[src/inc/irq_pkg.sv]
// Purpose: Constants and types for the vectored interrupt controller
// Assumes: Registers reached through an internal special-register port
// Notes:   Register selects, bit positions and vectors
// Behaviour
// - Events set their matching request flag
// - Per-source enable gates each request
// - Global enable low blocks all acceptance
// - Accept pushes next address, loads vector
// - Return pops saved address into counter
// - Accept clears global enable
// - Blocked requests keep their flags set
// - Full stack withholds acceptance
// - Requests sampled and served at phase two
// - Fixed priority ext0, ext1, timer, shared
// - Shared sub-sources use vector 18h
// - Service clears shared flag, not sub-flags
// - Main control register bit layout
// - Shared control register bit layout
// - Take needs flag, enables, stack room
// - Service clears external or timer flag
// - Two-bit edge select per external line
// - Shared flag set by enabled sub-source events or by a register write
package irq_pkg;
    // ----------------------------------------
    // Register selects and bit positions
    // ----------------------------------------
    localparam logic [1:0] SEL_MAIN      = 2'h0;
    localparam logic [1:0] SEL_SHARED    = 2'h1;
    localparam logic [1:0] SEL_TIMEBASE  = 2'h2;
    localparam logic [1:0] SEL_CMPMEM    = 2'h3;
    localparam int         B_GLOBAL_EN   = 0;
    localparam int         B_EXT0_EN     = 1;
    localparam int         B_EXT1_EN     = 2;
    localparam int         B_TIMER_EN    = 3;
    localparam int         B_EXT0_FLAG   = 4;
    localparam int         B_EXT1_FLAG   = 5;
    localparam int         B_TIMER_FLAG  = 6;
    localparam int         B_SHARED_EN   = 2;
    localparam int         B_SHARED_FLAG = 6;
    localparam int         B_TICK0_EN    = 1;
    localparam int         B_TICK1_EN    = 2;
    localparam int         B_TICK0_FLAG  = 5;
    localparam int         B_TICK1_FLAG  = 6;
    localparam int         B_CMP_EN      = 0;
    localparam int         B_MEM_EN      = 1;
    localparam int         B_CMP_FLAG    = 4;
    localparam int         B_MEM_FLAG    = 5;
    localparam logic [7:0] MAIN_MASK     = 8'h7f;
    localparam logic [7:0] SHARED_MASK   = 8'h44;
    localparam logic [7:0] TIMEBASE_MASK = 8'h66;
    localparam logic [7:0] CMPMEM_MASK   = 8'h33;
    localparam logic [7:0] REG_RESET     = 8'h00;
    // ----------------------------------------
    // Vectors and edge encodings
    // ----------------------------------------
    localparam logic [7:0] VEC_EXT0      = 8'h04;
    localparam logic [7:0] VEC_EXT1      = 8'h08;
    localparam logic [7:0] VEC_TIMER     = 8'h0c;
    localparam logic [7:0] VEC_SHARED    = 8'h18;
    localparam logic [1:0] EDGE_OFF      = 2'h0;
    localparam logic [1:0] EDGE_RISE     = 2'h1;
    localparam logic [1:0] EDGE_FALL     = 2'h2;
    localparam logic [1:0] EDGE_BOTH     = 2'h3;

    typedef struct packed {
        logic       wr;
        logic [1:0] sel;
        logic [7:0] wdata;
    } reg_req_s;

    typedef struct packed {
        logic       valid;
        logic [7:0] vector;
    } irq_take_s;
endpackage

[src/rtl/priority_vectored_interrupts.sv]
// Purpose: Latch, gate and prioritise interrupt requests for the core
// Assumes: Core pulses second_cycle_phase_i once per instruction cycle
// Notes:   Acceptance pulses take_o with vector; core pushes pc_next
`timescale 1ns/100ps
module priority_vectored_interrupts (
    // Clock and reset
    input  wire logic                 sys_clk_i,
    input  wire logic                 arst_n_i,
    // Core sequencer
    input  wire logic                 second_cycle_phase_i,
    input  wire logic                 return_from_irq_i,
    input  wire logic                 stack_full_i,
    input  wire logic [12:0]          pc_next_i,
    input  wire logic [12:0]          stack_top_i,
    output logic                      take_o,
    output logic [7:0]                vector_o,
    output logic                      push_o,
    output logic [12:0]               push_data_o,
    output logic                      pc_load_o,
    output logic [12:0]               pc_load_data_o,
    // Special register port
    input  wire irq_pkg::reg_req_s    reg_req_i,
    output logic [7:0]                reg_rdata_o,
    // Sources
    input  wire logic                 ext_line_0_i,
    input  wire logic                 ext_line_1_i,
    input  wire logic [3:0]           ext_edge_select_i,
    input  wire logic                 timer_ovf_i,
    input  wire logic                 tick0_i,
    input  wire logic                 tick1_i,
    input  wire logic                 comparator_event_i,
    input  wire logic                 memory_done_i
);
    // ----------------------------------------
    // Register state
    // ----------------------------------------
    logic [7:0]        main_ff;
    logic [7:0]        shared_ff;
    logic [7:0]        tb_ff;
    logic [7:0]        cm_ff;
    logic [1:0]        ext_prev_ff;
    logic [1:0]        ext_hit;
    logic [3:0]        ready;
    logic              any_ready;
    irq_pkg::irq_take_s nxt_take;
    logic              accept;
    logic              wr_main;
    logic              wr_shared;
    logic              wr_tb;
    logic              wr_cm;
    logic [3:0]        sub_en;
    logic [3:0]        sub_flag;
    logic [3:0]        sub_set;

    function automatic logic edge_hit(input logic [1:0] mode, input logic prev,
                                      input logic cur);
        unique case (mode)
            irq_pkg::EDGE_RISE: edge_hit = !prev && cur;
            irq_pkg::EDGE_FALL: edge_hit = prev && !cur;
            irq_pkg::EDGE_BOTH: edge_hit = prev != cur;
            default:            edge_hit = 1'b0;
        endcase
    endfunction

    assign wr_main   = reg_req_i.wr && reg_req_i.sel == irq_pkg::SEL_MAIN;
    assign wr_shared = reg_req_i.wr && reg_req_i.sel == irq_pkg::SEL_SHARED;
    assign wr_tb     = reg_req_i.wr && reg_req_i.sel == irq_pkg::SEL_TIMEBASE;
    assign wr_cm     = reg_req_i.wr && reg_req_i.sel == irq_pkg::SEL_CMPMEM;

    // ----------------------------------------
    // Edge detect on external lines
    // ----------------------------------------
    always_ff @(posedge sys_clk_i or negedge arst_n_i) begin
        if (!arst_n_i) begin
            ext_prev_ff <= 2'h0;
        end else begin
            ext_prev_ff <= {ext_line_1_i, ext_line_0_i};
        end
    end
    assign ext_hit[0] = edge_hit(ext_edge_select_i[1:0], ext_prev_ff[0], ext_line_0_i);
    assign ext_hit[1] = edge_hit(ext_edge_select_i[3:2], ext_prev_ff[1], ext_line_1_i);

    // ----------------------------------------
    // Priority and acceptance
    // ----------------------------------------
    assign ready[0] = main_ff[irq_pkg::B_EXT0_FLAG] && main_ff[irq_pkg::B_EXT0_EN];
    assign ready[1] = main_ff[irq_pkg::B_EXT1_FLAG] && main_ff[irq_pkg::B_EXT1_EN];
    assign ready[2] = main_ff[irq_pkg::B_TIMER_FLAG] && main_ff[irq_pkg::B_TIMER_EN];
    assign ready[3] = shared_ff[irq_pkg::B_SHARED_FLAG] && shared_ff[irq_pkg::B_SHARED_EN];
    assign any_ready = |ready;
    // Sampled only at phase two, gated by global enable and stack room
    assign accept = second_cycle_phase_i && any_ready && main_ff[irq_pkg::B_GLOBAL_EN]
                    && !stack_full_i && !take_o;

    always_comb begin
        nxt_take.valid  = accept;
        nxt_take.vector = irq_pkg::VEC_SHARED;
        if (ready[0]) begin
            nxt_take.vector = irq_pkg::VEC_EXT0;
        end else if (ready[1]) begin
            nxt_take.vector = irq_pkg::VEC_EXT1;
        end else if (ready[2]) begin
            nxt_take.vector = irq_pkg::VEC_TIMER;
        end
    end

    always_ff @(posedge sys_clk_i or negedge arst_n_i) begin
        if (!arst_n_i) begin
            take_o         <= 1'b0;
            vector_o       <= 8'h00;
            push_o         <= 1'b0;
            push_data_o    <= 13'h0000;
            pc_load_o      <= 1'b0;
            pc_load_data_o <= 13'h0000;
        end else begin
            take_o      <= nxt_take.valid;
            vector_o    <= nxt_take.valid ? nxt_take.vector : vector_o;
            push_o      <= nxt_take.valid;
            push_data_o <= nxt_take.valid ? pc_next_i : push_data_o;
            pc_load_o   <= nxt_take.valid || return_from_irq_i;
            if (nxt_take.valid) begin
                pc_load_data_o <= {5'h00, nxt_take.vector};
            end else if (return_from_irq_i) begin
                pc_load_data_o <= stack_top_i;
            end
        end
    end

    // ----------------------------------------
    // Main control register
    // ----------------------------------------
    always_ff @(posedge sys_clk_i or negedge arst_n_i) begin
        if (!arst_n_i) begin
            main_ff <= irq_pkg::REG_RESET;
        end else begin
            logic [7:0] v;
            v = wr_main ? (reg_req_i.wdata & irq_pkg::MAIN_MASK) : main_ff;
            if (accept) begin
                v[irq_pkg::B_GLOBAL_EN] = 1'b0;
                if (ready[0]) begin
                    v[irq_pkg::B_EXT0_FLAG] = 1'b0;
                end else if (ready[1]) begin
                    v[irq_pkg::B_EXT1_FLAG] = 1'b0;
                end else if (ready[2]) begin
                    v[irq_pkg::B_TIMER_FLAG] = 1'b0;
                end
            end
            // Events win over clears and keep flags while blocked
            if (ext_hit[0]) v[irq_pkg::B_EXT0_FLAG] = 1'b1;
            if (ext_hit[1]) v[irq_pkg::B_EXT1_FLAG] = 1'b1;
            if (timer_ovf_i) v[irq_pkg::B_TIMER_FLAG] = 1'b1;
            main_ff <= v;
        end
    end

    // ----------------------------------------
    // Sub-source registers
    // ----------------------------------------
    always_ff @(posedge sys_clk_i or negedge arst_n_i) begin
        if (!arst_n_i) begin
            tb_ff <= irq_pkg::REG_RESET;
            cm_ff <= irq_pkg::REG_RESET;
        end else begin
            logic [7:0] t;
            logic [7:0] c;
            t = wr_tb ? (reg_req_i.wdata & irq_pkg::TIMEBASE_MASK) : tb_ff;
            c = wr_cm ? (reg_req_i.wdata & irq_pkg::CMPMEM_MASK) : cm_ff;
            if (tick0_i) t[irq_pkg::B_TICK0_FLAG] = 1'b1;
            if (tick1_i) t[irq_pkg::B_TICK1_FLAG] = 1'b1;
            if (comparator_event_i) c[irq_pkg::B_CMP_FLAG] = 1'b1;
            if (memory_done_i) c[irq_pkg::B_MEM_FLAG] = 1'b1;
            tb_ff <= t;
            cm_ff <= c;
        end
    end

    // ----------------------------------------
    // Shared control register
    // ----------------------------------------
    assign sub_en   = {cm_ff[irq_pkg::B_MEM_EN], cm_ff[irq_pkg::B_CMP_EN],
                       tb_ff[irq_pkg::B_TICK1_EN], tb_ff[irq_pkg::B_TICK0_EN]};
    assign sub_flag = {memory_done_i, comparator_event_i, tick1_i, tick0_i};
    assign sub_set  = sub_en & sub_flag;

    always_ff @(posedge sys_clk_i or negedge arst_n_i) begin
        if (!arst_n_i) begin
            shared_ff <= irq_pkg::REG_RESET;
        end else begin
            logic [7:0] s;
            s = wr_shared ? (reg_req_i.wdata & irq_pkg::SHARED_MASK) : shared_ff;
            if (accept && ready == 4'h8) begin
                s[irq_pkg::B_SHARED_FLAG] = 1'b0;
            end
            if (|sub_set) s[irq_pkg::B_SHARED_FLAG] = 1'b1;
            shared_ff <= s;
        end
    end

    // ----------------------------------------
    // Read back
    // ----------------------------------------
    always_ff @(posedge sys_clk_i or negedge arst_n_i) begin
        if (!arst_n_i) begin
            reg_rdata_o <= 8'h00;
        end else begin
            unique case (reg_req_i.sel)
                irq_pkg::SEL_MAIN:     reg_rdata_o <= main_ff;
                irq_pkg::SEL_SHARED:   reg_rdata_o <= shared_ff;
                irq_pkg::SEL_TIMEBASE: reg_rdata_o <= tb_ff;
                irq_pkg::SEL_CMPMEM:   reg_rdata_o <= cm_ff;
            endcase
        end
    end

    // ----------------------------------------
    // Checks
    // ----------------------------------------
    a_take_clears_global: assert property (@(posedge sys_clk_i) disable iff (!arst_n_i)
        take_o |-> !main_ff[irq_pkg::B_GLOBAL_EN])
        else $error("global enable not cleared on accept");
    a_no_take_disabled: assert property (@(posedge sys_clk_i) disable iff (!arst_n_i)
        !main_ff[irq_pkg::B_GLOBAL_EN] |=> !take_o)
        else $error("interrupt taken while globally disabled");
    a_stack_full_hold: assert property (@(posedge sys_clk_i) disable iff (!arst_n_i)
        stack_full_i |=> !take_o)
        else $error("interrupt taken with full stack");
    a_phase_only_take: assert property (@(posedge sys_clk_i) disable iff (!arst_n_i)
        take_o |-> $past(second_cycle_phase_i))
        else $error("interrupt taken outside phase two");
    a_ext0_first_vec: assert property (@(posedge sys_clk_i) disable iff (!arst_n_i)
        accept && ready[0] |=> vector_o == irq_pkg::VEC_EXT0)
        else $error("external 0 lost priority");
    a_push_pc_next: assert property (@(posedge sys_clk_i) disable iff (!arst_n_i)
        accept |=> push_o && push_data_o == $past(pc_next_i) && pc_load_o)
        else $error("push or vector load missing");
    a_return_from_irq_pop: assert property (@(posedge sys_clk_i) disable iff (!arst_n_i)
        return_from_irq_i && !accept |=> pc_load_o && pc_load_data_o == $past(stack_top_i))
        else $error("return did not restore address");
    a_timer_flag_set: assert property (@(posedge sys_clk_i) disable iff (!arst_n_i)
        timer_ovf_i |=> main_ff[irq_pkg::B_TIMER_FLAG])
        else $error("timer flag not set");
    a_disabled_not_taken: assert property (@(posedge sys_clk_i) disable iff (!arst_n_i)
        accept && !main_ff[irq_pkg::B_EXT0_EN] |=> vector_o != irq_pkg::VEC_EXT0)
        else $error("disabled source taken");
endmodule

[config.mk]
export PLATFORM = sky130hd
export DESIGN_NAME = priority_vectored_interrupts
export DESIGN_NICKNAME = d
export VERILOG_FILES = /design/src/inc/irq_pkg.sv /design/src/rtl/priority_vectored_interrupts.sv
export SDC_FILE = /design/constraint.sdc
export NUM_CORES = 1
export LEC_CHECK = 0
export BUFFER_PORTS_ARGS = -buffer_cell sky130_fd_sc_hd__buf_2
export CAP_MARGIN = 20
export CORE_ASPECT_RATIO = 1.25
export CORE_MARGIN = 8
export CORE_UTILIZATION = 40
export CTS_BUF_LIST = sky130_fd_sc_hd__clkbuf_8
export CTS_CLUSTER_DIAMETER = 40
export DETAILED_ROUTE_END_ITERATION = 10
export PLACE_DENSITY = 0.68
export RECOVER_POWER = 25
export SETUP_SLACK_MARGIN = 0.3
export SYNTH_ARGS = -nofsm -noshare
export SYNTH_HDL_FRONTEND = slang
export SYNTH_SLANG_ARGS = --single-unit
[constraint.sdc]
create_clock -name sys_clk_i -period 2.5 [get_ports sys_clk_i]
set_input_delay 0.5 -clock sys_clk_i [delete_from_list [all_inputs] [get_ports sys_clk_i]]
set_output_delay 0.5 -clock sys_clk_i [all_outputs]
set_load 0.005 [all_outputs]
==> flow_summary.toml, run 1 <==
[outcome]
status = "finished with violations"
violations = "capacitance limit, slew limit"

[drt]
drt-total-wl_um = 6034
drc = 0
wl_per_cell_um = 15.75
drt_first_pass_iters = 4
viasPerCell = 4.681
ant_nets = 0
drtIter0Drc = 74
vias = 1793

[timing]
tightest_slew_ns = 1.639
clock_skew_ns = 0.008339
period_needed_ns = 1.713
hold_viol = 0
rsz0062_at_grt = "false"
worst_slack_ns = 0.7868
finalSetupTns_ns = 0
setup_viol = 0
post-route-period-util = 0.6853
relSlewSlack = -0.09293
slew_violations = 32
max_freq_mhz = 583.7

[final_layout]
syn_to_final_growth_pct = 26.43
num_antenna_cells = 0
drive_gt1_frac = 0.4430
final_cell_area_sq_um = 3208
nets = 352
num-fill-cells = 584

[logic_synthesis]
avgSynthCellArea_sq_um = 12.82
yosysMostFrequentCell = "dfrtp_1"
synth-edff-count = 0
ys_seq_area_frac = 0.5621
synth_top_cell_by_area = "dfrtp_1"
ys_types = 37
yosysWarnings = 0
netlist_area_sq_um = 2537
synthArstFlopShare = 1.000
ys_ff_latch = 57
synth_area_leaders = "dfrtp_1 (56%), mux2i_1 (8.3%), mux2_2 (8.0%)"
synth_top_area_frac = 0.5621
netlist_instances = 198
synth_ff_type = "dfrtp_1"
synthTopCellsByCount = "dfrtp_1 (57), mux2i_1 (21), mux2_2 (18)"

[die]
dieArea_sq_um = 9165
rows = 32
initial_core_util = 0.4115
die-width_um = 87.24
core-area_sq_um = 6166
die_h_um = 105.1
ios = 98

[clock_tree]
clk_pin_slew_ns = 0.06
clock_path_buffers = 2
cts_resized = 0
cts_hold_buf = 0
h-tree-depth = 3
postCtsSetupRepairBufs = 0
cts_buffers = 9
cts_tree = "yes"
cts_root_buffer = "clkbuf_8"
clkLatencyLatePin_ns = 0.32
cts_sinks = 57

[setup_path]
critPathCaptureType = "register"
start_kind = "register"
reg2reg_setup_slack_ns = 0.79
r2r_start = "main_ff[4]$_DFF_PN0_"
reg2reg_depth = 5
r2r-end = "push_data_o[9]$_DFFE_PN0P_"
path_class = "reg -> reg"
path_max_fanout = 26
worst_ep_arrival_time_ns = 1.92
required_ns = 2.70

[power]
leakagePower_nw = 1.614
power_switching_w = 0.0007446
power-per-cell-area_nw_per_um2 = 830.7
pwr-share-clk = 0.279
sequentialPowerShare = 0.475
peakVddDrop_mv = 0.3755
p_int_w = 0.001920
power_switching_share = 0.2794
combPwrFrac = 0.246
power.total_w = 0.002665

[grt]
overflow = 0
track_usage = 0.1376
grt_max_degree = 32
grt_pass1_vias = 1966
antenna_found_initial = 0
grt_pass1_wl_um = 9618

[place]
dpl_cell_area_sq_um = 3050
dp_hpwl_um = 4647
finalWeightedCongestion = 0.7646
portBuffers = 90
pre_cts_ws_ns = 0.6231

[hold_path]
min_path_type = "in -> reg"
hold_depth = 1
hold_end = "ext_prev_ff[1]$_DFF_PN0_"
hold_start = "ext_line_1_i"

[run]
maxCapViolCount = 1
## flip-flops by register name (all words and copies together), names as in the netlist, 2 cells and up
| signal | flops |
|---|---|
| main_ff | 7 |
| reg_rdata_o | 7 |
| push_data_o | 13 |
| pc_load_data_o | 13 |
| tb_ff | 4 |
| cm_ff | 4 |
| ext_prev_ff | 2 |
| shared_ff | 2 |
| vector_o | 3 |
## logic make-up after synthesis
group,share of synthesized area
adder cells (fa/ha/maj),0.01972
flip-flops,0.5621
multiplexers,0.1982
AO/OA/AOI/OAI,0.06855
other,0.001478
AND/OR/NAND/NOR,0.09912
buffers and inverters,0.05078
## placed cells by master, fill, tap and decap left out, types with 3 or more instances in the layout
| cell | count |
|---|---|
| buf_2 | 87 |
| mux2_4 | 6 |
| o21ai_0 | 5 |
| clkbuf_1 | 5 |
| buf_4 | 3 |
| a22o_1 | 6 |
| nor2_1 | 14 |
| mux2i_1 | 21 |
| dfrtp_1 | 57 |
| ha_1 | 4 |
| nand2_1 | 10 |
| clkbuf_8 | 11 |
| conb_1 | 6 |
| and2_1 | 3 |
| nand3b_1 | 4 |
| inv_1 | 6 |
| mux2_2 | 18 |
| nor2b_1 | 6 |
## routing by layer
metal	up-vias	track usage	wire (um)
met2	59	0.2204	3019
met5	-	0	0
met1	850	0.1527	2450
met3	11	0.04389	406
met4	0	0.08755	157
li1	873	-	-
## stage by stage
| step | cells | utilization | hold WS, ns |
|---|---|---|---|
| after floorplan | 203 | - | 0.2044 |
| after global placement | 369 | 0.4947 | 0.4669 |
| after detailed placement | 369 | 0.4947 | 0.4774 |
| after CTS | 383 | 0.5221 | 0.1805 |
| after global routing | 383 | 0.5203 | 0.3176 |
| final | 383 | 0.5203 | 0.3348 |
## worst max path at each step
stage	start	endpoint	slack [ns]
2_1_floorplan	stack_full_i	push_data_o[10]$_DFFE_PN0P_	0.78
3_3_place_gp	stack_full_i	push_data_o[5]$_DFFE_PN0P_	0.63
3_5_place_dp	stack_full_i	push_data_o[3]$_DFFE_PN0P_	0.62
4_1_cts	main_ff[4]$_DFF_PN0_	push_data_o[8]$_DFFE_PN0P_	0.78
5_1_grt	arst_n_i	main_ff[1]$_DFFE_PN0P_	0.49
6_report	main_ff[4]$_DFF_PN0_	push_data_o[9]$_DFFE_PN0P_	0.79
## power groups by stage
stage	clock network [W]	logic (W)	registers [W]
final	0.000743	0.000656	0.00127
after global routing	0.000804	0.000729	0.00130
after CTS	0.000770	0.000679	0.00127
after detailed placement	0	0.000677	0.00128
after global placement	0	0.000663	0.00127
after floorplan	0	0.000337	0.00129
## area by class of cell
cell class / instances / area, sq um / area share
flip-flops and latches: 57 / 1426 / 0.4446
multi-input cells: 125 / 1001 / 0.3120
repair buffers: 95 / 476.7 / 0.1486
clock buffers: 11 / 151.4 / 0.04719
well taps: 85 / 106.4 / 0.03315
inverters: 7 / 28.78 / 0.008970
clock inverters: 3 / 17.52 / 0.005460
## worst max-delay path, cell delays in order (launching register included)
cell and delay [ns]:
dfrtp_1 0.41, a222oi_1 0.34, buf_4 0.18, a21o_2 0.19
inv_4 0.15, mux2_4 0.32
(Power assumes the default switching activity.)
==> run 2, diff against run 1 <==
Clock period 2.5 ns to 1.6 ns, I/O delays scaled along.
==> flow_summary.toml, run 2 (same netlist as run 1, synthesis figures left out) <==
[timing]
hold_ws_ns = 0.1527
relSlewSlack = 0.5688
post-route-period-util = 0.9824
max_freq_mhz = 636.2
period_needed_ns = 1.572
slew_violations = 0
clock_skew_ns = 0.007378
hold_viol = 0
tightest_slew_ns = 0.6468
rsz0062_at_grt = "true"
finalSetupTns_ns = 0
setup_viol = 0

[setup_path]
path_class = "reg -> reg"
r2r_start = "main_ff[1]$_DFFE_PN0P_"
crit_path_start = "main_ff[1]$_DFFE_PN0P_"
required_ns = 1.81
r2r-end = "push_data_o[7]$_DFFE_PN0P_"
path_max_fanout = 16
critPathCaptureType = "register"
reg2reg_setup_slack_ns = 0.03
reg2reg_depth = 4
start_kind = "register"
endpoint = "push_data_o[7]$_DFFE_PN0P_"
worst_ep_arrival_time_ns = 1.79

[clock_tree]
cts_buffers = 9
clk_pin_slew_ns = 0.07
h-tree-depth = 3
clkLatencyLatePin_ns = 0.33
cts_sinks = 57
cts_root_buffer = "clkbuf_8"
clock_path_buffers = 2
cts_tree = "yes"

[drt]
wl_per_cell_um = 15.42
ant_nets = 0
drc = 0
vias = 1847
drt_first_pass_iters = 4
drtIter0Drc = 79
drt-total-wl_um = 6121
viasPerCell = 4.652

[grt]
grt_max_degree = 48
grt_pass1_wl_um = 9839
overflow = 0
track_usage = 0.1377
antenna_found_initial = 0
grt_pass1_vias = 2055

[die]
die-width_um = 87.24
rows = 32
core-area_sq_um = 6166
ios = 98
dieArea_sq_um = 9165
initial_core_util = 0.4115
die_h_um = 105.1

[run]
maxCapViolCount = 0

[place]
portBuffers = 90
finalWeightedCongestion = 0.8064
dp_hpwl_um = 4708

[hold_path]
min_path_type = "in -> reg"

[outcome]
status = "completed"

[power]
peakVddDrop_mv = 0.5729
leakagePower_nw = 1.707
power-per-cell-area_nw_per_um2 = 1297

[final_layout]
nets = 364
final_common_cell = "buf_2"
drive_gt1_frac = 0.4744
reg_top3 = "pc_load_data_o x13, push_data_o x13"
final_cell_mix = "buf_2 (84), dfrtp_1 (57), mux2i_1 (21)"
num_antenna_cells = 0
syn_to_final_growth_pct = 35.55
[run 2: cell type report]
cell class | instances | area (sq um)
clock buffers | 10 | 137.6
clock inverters | 6 | 67.56
fillers | 563 | 2726
inverters | 7 | 31.28
multi-input cells | 125 | 1075
flip-flops and latches | 57 | 1426
well taps | 85 | 106.4
repair buffers | 107 | 595.6
[run 2: per-layer routing]
metal,global-route usage,vias up,wire length (um)
met5,0,-,0
met4,0.07152,0,112
met3,0.03997,9,459
met2,0.2313,60,3127
met1,0.1522,878,2421
li1,-,900,-
[run 2: where the power goes]
group,total (W),internal (W),switching [W]
sequential,0.00197,0.00179,0.000181
combinational,0.00116,0.000667,0.000492
clock,0.00133,0.000762,0.000569
[run 2: worst min path at each step]
| stage | from | cells past startpoint | slack [ns] | endpoint |
|---|---|---|---|---|
| 5_1_grt | ext_line_0_i | 1 | 0.13 | ext_prev_ff[0]$_DFF_PN0_ |
| 4_1_cts | ext_line_0_i | 1 | 0.12 | ext_prev_ff[0]$_DFF_PN0_ |
| 6_report | ext_line_0_i | 1 | 0.15 | ext_prev_ff[0]$_DFF_PN0_ |
| 3_5_place_dp | arst_n_i | 1 | 0.22 | tb_ff[6]$_DFFE_PN0P_ |
| 2_1_floorplan | arst_n_i | 0 | 0.02 | cm_ff[0]$_DFFE_PN0P_ |
| 3_3_place_gp | arst_n_i | 1 | 0.22 | tb_ff[2]$_DFFE_PN0P_ |
[run 2: timing repair]
item | in CTS | in global routing
cloned | 0 | 0
setup buffers | 1 | 1
endpoints found under the setup margin | 34 | 36
resized for setup | 7 | 11
pin swaps | 0 | 3
hold endpoints to repair | 10 | 0
hold buffers | 1 | 0
[run 2: through the flow]
stage | std cells | util | area, sq um | worst slack [ns] | total power [W]
2_1_floorplan | 203 | - | 2601 | -0.1066 | 0.002560
3_3_place_gp | 378 | 0.5099 | 3144 | 0.03788 | 0.003075
3_5_place_dp | 378 | 0.5099 | 3144 | 0.003304 | 0.003120
4_1_cts | 396 | 0.5534 | 3412 | 0.03938 | 0.004513
5_1_grt | 397 | 0.5578 | 3440 | -0.05104 | 0.004744
6_report | 397 | 0.5578 | 3440 | 0.02823 | 0.004461
[run 2: critical path: stages, from the launching register on]
cell and delay, ns:
dfrtp_1 0.37, a222oi_1 0.44, a21o_2 0.24, inv_6 0.09
mux2_4 0.31
==> run 3, diff against run 2 <==
Settings changed: ABC_AREA from default to 1, PLACE_DENSITY 0.68 to default, PLACE_DENSITY_LB_ADDON from default to 0.2.
==> flow_summary.toml, run 3 <==
[die]
initial_core_util = 0.4144
core-area_sq_um = 6166
rows = 32
dieArea_sq_um = 9217
die-width_um = 87.49
ios = 98
die_h_um = 105.4

[setup_path]
cp_slowest_stage_delay_ns = 0.39
crit_path_start = "push_o$_DFF_PN0_"
path_max_fanout = 2
worst_ep_arrival_time_ns = 0.97
path_class = "reg -> out"
reg2reg_setup_slack_ns = 0.34
r2r-end = "push_data_o[9]$_DFFE_PN0P_"
critPathCaptureType = "output port"
r2r_start = "push_o$_DFF_PN0_"
crit_path_cell_trace = "buf_4 > buf_2"
start_kind = "register"
endpoint = "push_o"
reg2reg_depth = 7
cp_slowest_cell = "dfrtp_1"
required_ns = 1.28

[final_layout]
multi_input_area_sq_um = 975.9
final_cell_mix = "nand2_1 (108), buf_2 (88), dfrtp_1 (57)"
num_antenna_cells = 0
syn_to_final_growth_pct = 35.46
num-fill-cells = 621
regArea_sq_um = 1426
nets = 454
final_common_cell = "nand2_1"
reg_top3 = "pc_load_data_o x13, push_data_o x13"
instances_no_fill = 486
drive_gt1_frac = 0.3541
fin_util = 0.5613

[grt]
grt_pass1_wl_um = 10140
antenna_found_initial = 0
overflow = 0
grt_max_degree = 58
track_usage = 0.1398
grt_pass1_vias = 2262

[power]
power.total_w = 0.004290
sequentialPowerShare = 0.455
peakVddDrop_mv = 0.5221
power-per-cell-area_nw_per_um2 = 1239
power_switching_share = 0.2912
leakagePower_nw = 1.923
pwr-share-clk = 0.307
combPwrFrac = 0.238
power_switching_w = 0.001249
p_int_w = 0.003041

[drt]
wl_met1_um = 2588
drc = 0
ant_nets = 0
drt-total-wl_um = 6520
vias = 2223
drtIter0Drc = 53
dr_wl_met2_um = 3318
wl_per_cell_um = 13.42
viasPerCell = 4.574
routed-wl-met3_um = 511
drt_first_pass_iters = 4
highest_layer = "met4"

[clock_tree]
cts_sinks = 57
clock_path_buffers = 2
clk_pin_slew_ns = 0.07
h-tree-depth = 3
cts_buffers = 9
cts_root_buffer = "clkbuf_8"
cts_tree = "yes"
clkLatencyLatePin_ns = 0.32

[run]
maxCapViolCount = 0

[logic_synthesis]
ys_seq_area_frac = 0.5583
yosysWarnings = 0
yosysMostFrequentCell = "nand2_1"
netlist_instances = 291
ys_types = 26
synth_area_leaders = "dfrtp_1 (56%), nand2_1 (17%), inv_1 (4.0%)"
avgSynthCellArea_sq_um = 8.780
synth_ff_type = "dfrtp_1"
synthTopCellsByCount = "nand2_1 (119), dfrtp_1 (57), inv_1 (27)"
synthArstFlopShare = 1.000
synth_top_cell_by_area = "dfrtp_1"
synth-edff-count = 0
ys_ff_latch = 57
netlist_area_sq_um = 2555
synth_top_area_frac = 0.5583

[timing]
finalSetupTns_ns = 0
rsz0062_at_grt = "true"
setup_viol = 0
period_needed_ns = 1.288
worst_slack_ns = 0.3122
clock_skew_ns = 0.007918
max_freq_mhz = 776.5
hold_viol = 0
slew_violations = 0
post-route-period-util = 0.8049
relSlewSlack = 0.4843
tightest_slew_ns = 0.7736

[hold_path]
min_path_type = "in -> reg"

[outcome]
status = "completed"

[place]
portBuffers = 90
finalWeightedCongestion = 0.7487
dp_cells = 460
pre_cts_ws_ns = 0.2560
dp_hpwl_um = 4734
## run 3: worst min path at each step
stage,from,to,depth (start not counted)
floorplan,arst_n_i,cm_ff[0]$_DFFE_PN0P_,0
global placement,arst_n_i,pc_load_data_o[10]$_DFFE_PN0P_,2
detailed placement,arst_n_i,pc_load_data_o[10]$_DFFE_PN0P_,2
CTS,ext_line_1_i,ext_prev_ff[1]$_DFF_PN0_,1
global route,ext_line_1_i,ext_prev_ff[1]$_DFF_PN0_,1
finish,ext_line_1_i,ext_prev_ff[1]$_DFF_PN0_,1
## run 3: repair_timing
item,in CTS,in global routing
setup buffers,0,7
gates cloned,0,3
hold endpoints to repair,16,0
setup endpoints to repair,2,18
hold buffers,1,0
pin swaps,0,7
resized for setup,2,23
## run 3: through the flow
stage / hold WS [ns] / area [sq um]
floorplan: 0.02441 / 2574
global placement: 0.3452 / 3058
detailed placement: 0.3467 / 3058
CTS: 0.1271 / 3269
global route: 0.1419 / 3461
finish: 0.1545 / 3461
## run 3: cell type report
cell class                 count  area share
multi-input combinational    194      0.2820
clock buffer                  11     0.04375
tap                           85     0.03073
clock inverter                 4     0.01265
timing repair buffer         104      0.1779
sequential                    57      0.4121
timing repair inverter         1    0.004700
inverter                      30     0.03615
## run 3: routing by layer
layer,up-vias,GRT usage
met5,-,0
met4,0,0.06289
met3,6,0.04429
met2,74,0.2383
met1,1033,0.1533
li1,1110,-
## run 3: cell families after synthesis
logic type,Yosys count,share of synthesized area
AND/OR/NAND/NOR,138,0.2292
flip-flops,57,0.5583
adder cells (fa/ha/maj),4,0.01959
buffers and inverters,45,0.09011
AO/OA/AOI/OAI,44,0.09354
multiplexers,2,0.007836
other,1,0.001468
## run 3: critical path: cells and delay by family (launching register included)
family,cells,cell delay [ns]
buffers and inverters,2,0.26
flip-flops,1,0.39
## run 3: power by group through the flow
| stage | Clock (W) | Combinational [W] | Sequential (W) |
|---|---|---|---|
| 2_1_floorplan | 0 | 0.000435 | 0.00197 |
| 3_3_place_gp | 0 | 0.000923 | 0.00194 |
| 3_5_place_dp | 0 | 0.000944 | 0.00195 |
| 4_1_cts | 0.00135 | 0.000950 | 0.00193 |
| 6_report | 0.00132 | 0.00102 | 0.00195 |
| 5_1_grt | 0.00141 | 0.00116 | 0.00199 |
